### src/rtl/urhpc_pkg.sv
// Constants and types for the root hub port status and control block.
// Assumes one 250 MHz clock and the word-wide I/O register port of the controller.

package urhpc_pkg;

  localparam int NPORT = 2;

  ////////////////////////////////////////////////////////////////////////////
  // Register map
  localparam logic [7:0] PORT1_OFS = 8'h10;
  localparam logic [7:0] PORT2_OFS = 8'h12;
  localparam logic [15:0] PSC_RST = 16'h0000;

  localparam int B_CON = 0;
  localparam int B_CONCHG = 1;
  localparam int B_EN = 2;
  localparam int B_ENCHG = 3;
  localparam int B_LINE_LO = 4;
  localparam int B_RESDET = 6;
  localparam int B_RSVD_ONE = 7;
  localparam int B_LS = 8;
  localparam int B_PRST = 9;
  localparam int B_SUS = 12;

  ////////////////////////////////////////////////////////////////////////////
  // Timing
  localparam int CLK_KHZ = 250000;
  localparam int FS_KHZ = 12000;
  localparam int LS_KHZ = 1500;
  localparam int ATTACH_BITS = 64;
  localparam int EOP_BITS = 2;
  // Pin synchroniser delay comes out of the attach budget
  localparam int SYNC_CYC = 4;
  // Longest time: round down
  localparam int ATTACH_CYC = ATTACH_BITS * CLK_KHZ / FS_KHZ;
  // Least time: round up
  localparam int EOP_CYC = (EOP_BITS * CLK_KHZ + LS_KHZ - 1) / LS_KHZ;
  localparam logic [10:0] ATTACH_CNT = 11'(ATTACH_CYC - SYNC_CYC - 1);
  localparam logic [10:0] EOP_CNT = 11'(EOP_CYC - 1);

  ////////////////////////////////////////////////////////////////////////////
  // Types
  typedef enum logic [1:0] {
    DRV_IDLE = 2'b00,
    DRV_RESET = 2'b01,
    DRV_RESUME = 2'b10,
    DRV_EOP = 2'b11
  } urhpc_drv_e;

  typedef struct packed {
    logic con;
    logic conchg;
    logic en;
    logic enchg;
    logic sus;
    logic prst;
    logic ls;
    logic resdet;
    logic [1:0] linest;
    logic sus_pend;
    logic en_pend;
    logic en_req;
    logic eop;
    logic [10:0] cnt;
    logic [10:0] eop_cnt;
    logic [1:0] prev;
    urhpc_drv_e drv;
    logic pdp;
    logic pdm;
    logic poe;
    logic blk;
  } urhpc_port_s;

endpackage

### src/rtl/urhpc_line_sync.sv
// Three-stage synchroniser for the D+ and D- levels of one port.
// Assumes asynchronous pin levels; output moves once stages two and three agree.
`timescale 1ns/10ps
`default_nettype none

module urhpc_line_sync (
  // Clock and reset
  input wire logic i_clk,
  input wire logic i_rst_n,
  // Pin levels
  input wire logic i_dp,
  input wire logic i_dm,
  // Agreed levels
  output logic o_dp,
  output logic o_dm
);

  typedef struct packed {
    logic [2:0] dp_sh;
    logic [2:0] dm_sh;
    logic dp;
    logic dm;
  } urhpc_sync_s;

  urhpc_sync_s s_q;
  urhpc_sync_s s_d;

  always_comb
  begin
    s_d = s_q;
    s_d.dp_sh = {s_q.dp_sh[1:0], i_dp};
    s_d.dm_sh = {s_q.dm_sh[1:0], i_dm};
    if (s_q.dp_sh[1] == s_q.dp_sh[2])
    begin
      s_d.dp = s_q.dp_sh[2];
    end
    if (s_q.dm_sh[1] == s_q.dm_sh[2])
    begin
      s_d.dm = s_q.dm_sh[2];
    end
  end

  always_ff @(posedge i_clk)
  begin
    if (!i_rst_n)
    begin
      s_q <= '0;
    end
    else
    begin
      s_q <= s_d;
    end
  end

  assign o_dp = s_q.dp;
  assign o_dm = s_q.dm;

endmodule

`default_nettype wire

### src/rtl/urhpc_top.sv
// Root hub port status and control registers for two downstream ports.
// Assumes the frame logic gives the EOF2 strobe, fault flags and a busy level.
`timescale 1ns/10ps
`default_nettype none

module urhpc_top (
  // Clock and reset
  input wire logic i_clk,
  input wire logic i_rst_n,
  // I/O register port
  input wire logic i_io_sel,
  input wire logic i_io_rd,
  input wire logic i_io_wr,
  input wire logic [7:0] i_io_addr,
  input wire logic [1:0] i_io_be,
  input wire logic [15:0] i_io_wdata,
  output logic [15:0] o_io_rdata,
  // Controller state
  input wire logic i_global_suspend,
  input wire logic i_eof2,
  input wire logic i_xact_busy,
  input wire logic [urhpc_pkg::NPORT-1:0] i_port_fault,
  output logic o_resume_sig,
  // Port lines
  input wire logic [urhpc_pkg::NPORT-1:0] i_dp,
  input wire logic [urhpc_pkg::NPORT-1:0] i_dm,
  output logic [urhpc_pkg::NPORT-1:0] o_dp,
  output logic [urhpc_pkg::NPORT-1:0] o_dm,
  output logic [urhpc_pkg::NPORT-1:0] o_oe,
  output logic [urhpc_pkg::NPORT-1:0] o_block
);

  import urhpc_pkg::*;

  typedef struct packed {
    urhpc_port_s [NPORT-1:0] port;
    logic [15:0] rdata;
    logic resume;
  } urhpc_state_s;

  urhpc_state_s s_q;
  urhpc_state_s s_d;
  logic [NPORT-1:0] lin_dp;
  logic [NPORT-1:0] lin_dm;

  ////////////////////////////////////////////////////////////////////////////
  // Helpers

  function automatic logic addr_hit(input logic [7:0] addr, input int p);
    addr_hit = (p == 0) ? (addr == PORT1_OFS) : (addr == PORT2_OFS);
  endfunction

  // K is D- high for full speed, D+ high for low speed
  function automatic logic line_k(input logic ls, input logic dp, input logic dm);
    line_k = ls ? (dp & ~dm) : (~dp & dm);
  endfunction

  function automatic logic [15:0] pack_reg(input urhpc_port_s ps);
    logic [15:0] r;
    r = PSC_RST;
    r[B_CON] = ps.con;
    r[B_CONCHG] = ps.conchg;
    r[B_EN] = ps.en;
    r[B_ENCHG] = ps.enchg;
    r[B_LINE_LO +: 2] = ps.linest;
    r[B_RESDET] = ps.resdet;
    r[B_RSVD_ONE] = 1'b1;
    r[B_LS] = ps.ls;
    r[B_PRST] = ps.prst;
    r[B_SUS] = ps.sus;
    pack_reg = r;
  endfunction

  ////////////////////////////////////////////////////////////////////////////
  // Line synchronisers, one per port

  for (genvar g = 0; g < NPORT; g++)
  begin : g_sync
    urhpc_line_sync u_sync (
      .i_clk(i_clk),
      .i_rst_n(i_rst_n),
      .i_dp(i_dp[g]),
      .i_dm(i_dm[g]),
      .o_dp(lin_dp[g]),
      .o_dm(lin_dm[g])
    );
  end

  ////////////////////////////////////////////////////////////////////////////
  // Next state

  always_comb
  begin
    logic wr_hit;
    logic present;
    logic rise_any;
    wr_hit = 1'b0;
    present = 1'b0;
    rise_any = 1'b0;
    s_d = s_q;
    s_d.resume = 1'b0;
    // Each port runs from its own slice only
    for (int p = 0; p < NPORT; p++)
    begin
      // Byte writes are dropped; reserved bits are never stored
      wr_hit = i_io_sel && i_io_wr && (i_io_be == 2'b11) && addr_hit(i_io_addr, p);
      if (wr_hit)
      begin
        if (i_io_wdata[B_CONCHG])
        begin
          s_d.port[p].conchg = 1'b0;
        end
        if (i_io_wdata[B_ENCHG])
        begin
          s_d.port[p].enchg = 1'b0;
        end
        s_d.port[p].prst = i_io_wdata[B_PRST];
        s_d.port[p].en_req = i_io_wdata[B_EN];
        s_d.port[p].en_pend = (i_io_wdata[B_EN] != s_q.port[p].en);
        if (i_io_wdata[B_SUS])
        begin
          s_d.port[p].sus_pend = ~s_q.port[p].sus;
        end
        else
        begin
          s_d.port[p].sus = 1'b0;
          s_d.port[p].sus_pend = 1'b0;
        end
        if (i_io_wdata[B_RESDET])
        begin
          s_d.port[p].resdet = 1'b1;
        end
        else if (s_q.port[p].resdet && !s_q.port[p].eop)
        begin
          s_d.port[p].eop = 1'b1;
          s_d.port[p].eop_cnt = '0;
        end
      end
      // Enable changes and suspend entry wait for the bus transaction to finish
      if (!i_xact_busy)
      begin
        if (s_d.port[p].en_pend)
        begin
          s_d.port[p].en = s_d.port[p].en_req;
          s_d.port[p].en_pend = 1'b0;
        end
        if (s_d.port[p].sus_pend)
        begin
          s_d.port[p].sus = s_d.port[p].en;
          s_d.port[p].sus_pend = 1'b0;
        end
      end
      if (!s_d.port[p].en)
      begin
        s_d.port[p].sus = 1'b0;
      end
      // Attach and detach debounce; ignored while we drive the lines
      present = lin_dp[p] | lin_dm[p];
      if (s_q.port[p].poe || present == s_q.port[p].con)
      begin
        s_d.port[p].cnt = '0;
      end
      else if (s_q.port[p].cnt == ATTACH_CNT)
      begin
        s_d.port[p].cnt = '0;
        s_d.port[p].con = present;
        s_d.port[p].conchg = 1'b1;
        if (present)
        begin
          s_d.port[p].ls = lin_dm[p] & ~lin_dp[p];
        end
        else
        begin
          if (s_q.port[p].en)
          begin
            s_d.port[p].enchg = 1'b1;
          end
          s_d.port[p].en = 1'b0;
          s_d.port[p].en_pend = 1'b0;
          s_d.port[p].sus = 1'b0;
          s_d.port[p].sus_pend = 1'b0;
        end
      end
      else
      begin
        s_d.port[p].cnt = s_q.port[p].cnt + 11'h001;
      end
      if (i_eof2)
      begin
        s_d.port[p].linest = {lin_dm[p], lin_dp[p]};
        if (s_q.port[p].en && i_port_fault[p])
        begin
          s_d.port[p].en = 1'b0;
          s_d.port[p].sus = 1'b0;
          s_d.port[p].enchg = 1'b1;
        end
      end
      // Remote wakeup seen as J then K while suspended
      if (s_q.port[p].sus && line_k(~s_q.port[p].ls, s_q.port[p].prev[0], s_q.port[p].prev[1])
          && line_k(s_q.port[p].ls, lin_dp[p], lin_dm[p]))
      begin
        s_d.port[p].resdet = 1'b1;
      end
      s_d.port[p].prev = {lin_dm[p], lin_dp[p]};
      if (s_d.port[p].prst)
      begin
        s_d.port[p].en = 1'b0;
        s_d.port[p].en_pend = 1'b0;
        s_d.port[p].sus = 1'b0;
        s_d.port[p].sus_pend = 1'b0;
      end
      if (s_q.port[p].eop)
      begin
        if (s_q.port[p].eop_cnt == EOP_CNT)
        begin
          s_d.port[p].eop = 1'b0;
          s_d.port[p].resdet = 1'b0;
        end
        else
        begin
          s_d.port[p].eop_cnt = s_q.port[p].eop_cnt + 11'h001;
        end
      end
      // Line driver; reset outranks EOP, EOP outranks K
      if (s_d.port[p].prst)
      begin
        s_d.port[p].drv = DRV_RESET;
      end
      else if (s_d.port[p].eop)
      begin
        s_d.port[p].drv = DRV_EOP;
      end
      else if (s_d.port[p].resdet && s_d.port[p].sus)
      begin
        s_d.port[p].drv = DRV_RESUME;
      end
      else
      begin
        s_d.port[p].drv = DRV_IDLE;
      end
      s_d.port[p].poe = (s_d.port[p].drv != DRV_IDLE);
      s_d.port[p].pdp = (s_d.port[p].drv == DRV_RESUME) && s_d.port[p].ls;
      s_d.port[p].pdm = (s_d.port[p].drv == DRV_RESUME) && !s_d.port[p].ls;
      s_d.port[p].blk = s_d.port[p].sus;
      rise_any = rise_any | (s_d.port[p].resdet & ~s_q.port[p].resdet)
        | (s_d.port[p].enchg & ~s_q.port[p].enchg) | (s_d.port[p].conchg & ~s_q.port[p].conchg);
    end
    s_d.resume = i_global_suspend & rise_any;
    if (i_io_sel && i_io_rd)
    begin
      if (addr_hit(i_io_addr, 0))
      begin
        s_d.rdata = pack_reg(s_q.port[0]);
      end
      else if (addr_hit(i_io_addr, 1))
      begin
        s_d.rdata = pack_reg(s_q.port[1]);
      end
      else
      begin
        s_d.rdata = '0;
      end
    end
  end

  always_ff @(posedge i_clk)
  begin
    if (!i_rst_n)
    begin
      s_q <= '0;
    end
    else
    begin
      s_q <= s_d;
    end
  end

  ////////////////////////////////////////////////////////////////////////////
  // Outputs

  assign o_io_rdata = s_q.rdata;
  assign o_resume_sig = s_q.resume;
  for (genvar g = 0; g < NPORT; g++)
  begin : g_out
    assign o_dp[g] = s_q.port[g].pdp;
    assign o_dm[g] = s_q.port[g].pdm;
    assign o_oe[g] = s_q.port[g].poe;
    assign o_block[g] = s_q.port[g].blk;
  end

  ////////////////////////////////////////////////////////////////////////////
  // Checks

  for (genvar g = 0; g < NPORT; g++)
  begin : g_chk
    reset_state_a: assert property (@(posedge i_clk) $rose(i_rst_n) |->
      !s_q.port[g].con && !s_q.port[g].en && s_q.port[g].linest == 2'b00)
      else $error("port not idle after reset");

    attach_time_a: assert property (@(posedge i_clk) disable iff (!i_rst_n)
      s_q.port[g].cnt == ATTACH_CNT && !s_q.port[g].poe && (lin_dp[g] | lin_dm[g]) != s_q.port[g].con
      |=> $changed(s_q.port[g].con) && s_q.port[g].conchg && s_q.port[g].cnt == 11'h000)
      else $error("attach not flagged at debounce end");

    resume_wake_a: assert property (@(posedge i_clk) disable iff (!i_rst_n)
      $rose(s_q.port[g].conchg) && $past(i_global_suspend) |-> o_resume_sig)
      else $error("no resume on change in global suspend");

    state_code_a: assert property (@(posedge i_clk) disable iff (!i_rst_n)
      s_q.port[g].sus |-> s_q.port[g].en && s_q.port[g].blk)
      else $error("suspend without enable");

    suspend_wait_a: assert property (@(posedge i_clk) disable iff (!i_rst_n)
      $rose(s_q.port[g].sus) |-> !$past(i_xact_busy))
      else $error("suspend entered during transaction");

    reset_drive_a: assert property (@(posedge i_clk) disable iff (!i_rst_n)
      s_q.port[g].prst |-> !s_q.port[g].en && o_oe[g] && !o_dp[g] && !o_dm[g])
      else $error("port reset not driving SE0");

    resume_k_a: assert property (@(posedge i_clk) disable iff (!i_rst_n)
      s_q.port[g].resdet && s_q.port[g].sus && !s_q.port[g].eop && !s_q.port[g].prst
      |-> o_oe[g] && o_dp[g] == s_q.port[g].ls && o_dm[g] == !s_q.port[g].ls)
      else $error("resume K not driven");

    eop_hold_a: assert property (@(posedge i_clk) disable iff (!i_rst_n)
      $rose(s_q.port[g].eop) && !s_q.port[g].prst |-> s_q.port[g].resdet [*8] ##0 o_oe[g])
      else $error("resume bit dropped before EOP end");

    enchg_keep_a: assert property (@(posedge i_clk) disable iff (!i_rst_n)
      s_q.port[g].enchg && i_io_sel && i_io_wr && i_io_be == 2'b11 && addr_hit(i_io_addr, g)
      && !i_io_wdata[B_ENCHG] |=> s_q.port[g].enchg)
      else $error("enable change lost on write zero");

    en_only_sw_a: assert property (@(posedge i_clk) disable iff (!i_rst_n)
      $rose(s_q.port[g].en) |-> $past(s_q.port[g].en_pend) && $past(s_q.port[g].en_req) || $past(s_d.port[g].en_req))
      else $error("enable set without software");
  end

  read_one_a: assert property (@(posedge i_clk) disable iff (!i_rst_n)
    i_io_sel && i_io_rd && (i_io_addr == PORT1_OFS || i_io_addr == PORT2_OFS) |=> o_io_rdata[B_RSVD_ONE])
    else $error("reserved bit 7 read as zero");

endmodule

`default_nettype wire

### config.mk
export PLATFORM = sky130hd
export DESIGN_NAME = urhpc_top
export DESIGN_NICKNAME = d
export VERILOG_FILES = /design/src/rtl/urhpc_pkg.sv /design/src/rtl/urhpc_line_sync.sv /design/src/rtl/urhpc_top.sv
export SDC_FILE = /design/constraint.sdc
export NUM_CORES = 1
export LEC_CHECK = 0
export ABC_CLOCK_PERIOD_IN_PS = 4300
export BUFFER_PORTS_ARGS = -buffer_cell sky130_fd_sc_hd__clkbuf_2
export CORE_AREA = 2 2 69 136
export CTS_CLUSTER_DIAMETER = 60
export DETAILED_ROUTE_END_ITERATION = 7
export DIE_AREA = 0 0 71 138
export PLACE_DENSITY = 0.81
export SYNTH_ARGS = -nofsm -noshare
export SYNTH_HDL_FRONTEND = slang
export SYNTH_SLANG_ARGS = --single-unit
### constraint.sdc
create_clock -name i_clk -period 4.3 [get_ports i_clk]
set_clock_uncertainty 0.1 [all_clocks]
set_input_delay 0.645 -clock i_clk [delete_from_list [all_inputs] [get_ports i_clk]]
set_output_delay 0.645 -clock i_clk [all_outputs]
set_load 0.02 [all_outputs]
==> results.py <==
metrics = {
    "status": {
        "outcome": "finished, final reports clean",
    },
    "die": {
        "core_sq_um": 8890,
        "fp.dieArea_sq_um": 9800,
        "die_w_um": 71,
        "num_io_pins": 65,
        "initial_core_util_pct": 57.6,
        "fp-row-count": 49,
        "die_h_um": 138,
    },
    "yosys": {
        "yosys_register_bits": 110,
        "synth_area_leaders": "dfxtp_1 (43%), nor2_1 (5.3%), and2_1 (3.5%)",
        "synth_cells": 591,
        "syn-cell-area_sq_um": 5120,
        "synth_warnings": 0,
        "yosysSeqAreaShare_pct": 43.0,
        "synth_top_cell_by_area": "dfxtp_1",
        "synth-edff-count": 0,
        "synth_cell_types": 59,
        "yosysTopAreaCellShare_pct": 43.0,
        "synth_async_sr_flop_share_pct": 0,
        "syn_area_per_cell_sq_um": 8.67,
        "synthFlopType": "dfxtp_1",
    },
    "worst_setup_path": {
        "worst-endpoint-arrival_ns": 3.07,
        "worstSetupPathType": "in2reg",
        "crit_path_end_kind": "flop",
        "start_kind": "input port",
        "cp_cell_sequence": "clkbuf_2 -> or4b_1 -> or4_1 -> a311oi_1 -> nor3_1",
        "cp_slowest_cell": "or4_1",
        "cp_max_fo": 14,
        "cp.required_ns": 4.40,
        "cpPeakStageDelay_ns": 0.82,
        "reg2reg_depth": 5,
    },
    "cells_and_area": {
        "syn2layout_area_growth_pct": 7.86,
        "nets": 659,
        "n_fill_cell": 776,
        "final_cells": 715,
        "drive_gt1_share_pct": 13.7,
        "utilization_pct": 62.2,
        "diodes": 0,
        "stdcell_area_sq_um": 5530,
    },
    "sta": {
        "fin_crit_ns": 2.97,
        "rsz0062_at_grt": "false",
        "hold_ws_ns": 0.339,
        "hold_viol": 0,
        "maxSlewViolCount": 0,
        "setup_viol": 0,
        "worst_slew_pin_slew_ns": 0.894,
        "timing.fmax_mhz": 337,
        "worst_slack_ns": 1.33,
        "slew_headroom_pct": 39.8,
        "setup_tns_ns": 0,
        "post-route-period-util_pct": 69.0,
    },
    "cts": {
        "clk_latency_ns": 0.35,
        "htreeDepth": 3,
        "cts_buffer_depth": 2,
        "cts_sinks": 110,
        "cts_tree": "yes",
        "cts_root_buf": "clkbuf_16",
        "cts-hold-fix-buffers": 0,
        "cts_made_buffers": 9,
        "cts_post_setup_buffers_inserted": 0,
        "post_cts_resized": 0,
        "clk_pin_slew_ns": 0.07,
    },
    "route": {
        "ant_nets": 0,
        "drc_errors": 0,
        "drt-initial-drc-count": 283,
        "via_per_inst": 6.13,
        "routed_wl_mm": 12.1,
        "detailroute.via_count": 4381,
        "dr.pass1.iters": 5,
        "wl_per_cell_um": 16.9,
    },
    "global_routing": {
        "grt-ovfl-total": 0,
        "grt.total_usage_pct": 25.1,
        "gr-usage-met1_pct": 25.9,
        "grt_pass1_wl_mm": 19.8,
        "grtUsageMet3_pct": 4.88,
        "grt_max_degree": 44,
        "antenna_found_initial": 0,
        "grt_pass1_vias": 4327,
        "top_usage_layer": "met2",
        "grt.met2_usage_pct": 45.4,
    },
    "power": {
        "leakagePower_nw": 2.03,
        "fin_total_pwr_mw": 1.89,
        "vdd_drop_max_mv": 0.230,
        "p_per_area_nw_per_um2": 342,
    },
    "placed_design": {
        "dp_hpwl_mm": 8.87,
        "place_ws_ns": 1.02,
        "place.gp.congestion": 0.926,
        "dpl.cell_count": 702,
        "port_buffers": 49,
        "place_area_sq_um": 5270,
    },
    "worst_hold_path": {
        "hold_depth": 1,
        "hp-class": "reg2reg",
    },
    "run": {
        "cap_violations": 0,
    },
}
-- worst max-delay path: cells and delay by family --
kind / cells / cell delay, ns
AND/OR/NAND/NOR: 3 / 1.59
buffers and inverters: 1 / 0.09
AO/OA/AOI/OAI: 1 / 0.74
-- cell usage after synthesis (all sizes together), types with 2 or more instances --
master / instances
o31ai: 3
a2111oi: 2
nand4bb: 2
nor4: 11
xor2: 11
buf: 27
a221oi: 10
nor2b: 7
a31o: 4
nor3: 28
a211oi: 4
nand3: 19
a311oi: 2
nand3b: 2
o22ai: 2
mux2i: 12
o21ai: 21
clkbuf: 20
o21a: 2
inv: 24
or4b: 4
nor4b: 5
o211ai: 3
nand2: 32
a21oi: 29
a21boi: 2
or2: 2
and3: 7
xnor2: 12
mux2: 7
and2: 30
dfxtp: 110
nor2: 72
or4bb: 3
a31oi: 5
nand4: 12
nand2b: 7
and4: 3
ha: 8
o211a: 2
or3: 6
nand4b: 3
nor4bb: 3
-- per-layer routing --
layer  share of wire, %  vias to the layer above
li1                   -                     2105
met1                 37                     2076
met2                 54                      147
met3                3.9                       53
met4                5.1                        0
met5                  0                        -
-- cell type report --
class                      instances  area, sq um  area share, %
inverter                          25         93.8           1.70
sequential                       110         2200           39.8
timing repair buffer              52          268           4.84
multi-input combinational        413         2570           46.6
tap                              102          128           2.31
clock inverter                     2         10.0          0.181
clock buffer                      11          253           4.57
-- sequential cells by signal, indices dropped and copies added, names as in the netlist --
| signal | count |
|---|---|
| g_sync.u_sync.o_dm | 2 |
| g_sync.u_sync.o_dp | 2 |
| g_sync.u_sync.s_d | 8 |
| g_sync.u_sync.s_q | 4 |
| o_block | 2 |
| o_dm | 2 |
| o_dp | 2 |
| o_io_rdata | 11 |
| o_oe | 2 |
| o_resume_sig | 1 |
| s_q | 74 |
-- cell usage in the layout, fill, tap and decap left out, drive strengths merged, types with 4 or more instances in the layout --
cell    Yosys  final
ha          8      8
mux2        7      7
dfxtp     110    110
nor2b       7      7
nor4       11     11
nor2       72     72
inv        24     24
nand2      32     32
nor3       28     28
o21ai      21     21
nand4      12     12
conb        1      5
a31o        4      4
or4b        4      4
a31oi       5      5
and2       30     30
or3         6      6
clkbuf     20     60
a221oi     10     10
nor4b       5      5
and3        7      7
mux2i      12     12
nand2b      7      7
nand3      19     19
xnor2      12     12
a211oi      4      4
xor2       11     11
a21oi      29     29
-- power breakdown --
| group | internal [mW] | total [mW] | leakage (nW) | switching, mW |
|---|---|---|---|---|
| Sequential | 1.03 | 1.04 | 0.890 | 0.00809 |
| Clock | 0.413 | 0.760 | 0.133 | 0.347 |
| Combinational | 0.0326 | 0.0920 | 1.01 | 0.0593 |
-- path summary, 6_finish.rpt --
kind	to	slack, ns	start
setup / recovery	o_dm[0]	1.33	i_io_addr[5]
hold reg to reg	g_sync[0].u_sync.s_d[7]	0.34	g_sync[0].u_sync.s_d[6]
setup reg to reg	o_oe[0]	1.58	g_sync[0].u_sync.o_dp
hold / removal	g_sync[0].u_sync.s_d[7]	0.34	g_sync[0].u_sync.s_d[6]
-- cells by family after synthesis --
group,share of synthesized area (%)
other,0.0732
multiplexers,3.88
AO/OA/AOI/OAI,12.6
XOR/XNOR,3.93
AND/OR/NAND/NOR,27.4
buffers and inverters,7.10
adder cells (fa/ha/maj),1.95
flip-flops,43.0
No activity file was read; power rests on OpenSTA's default activity.
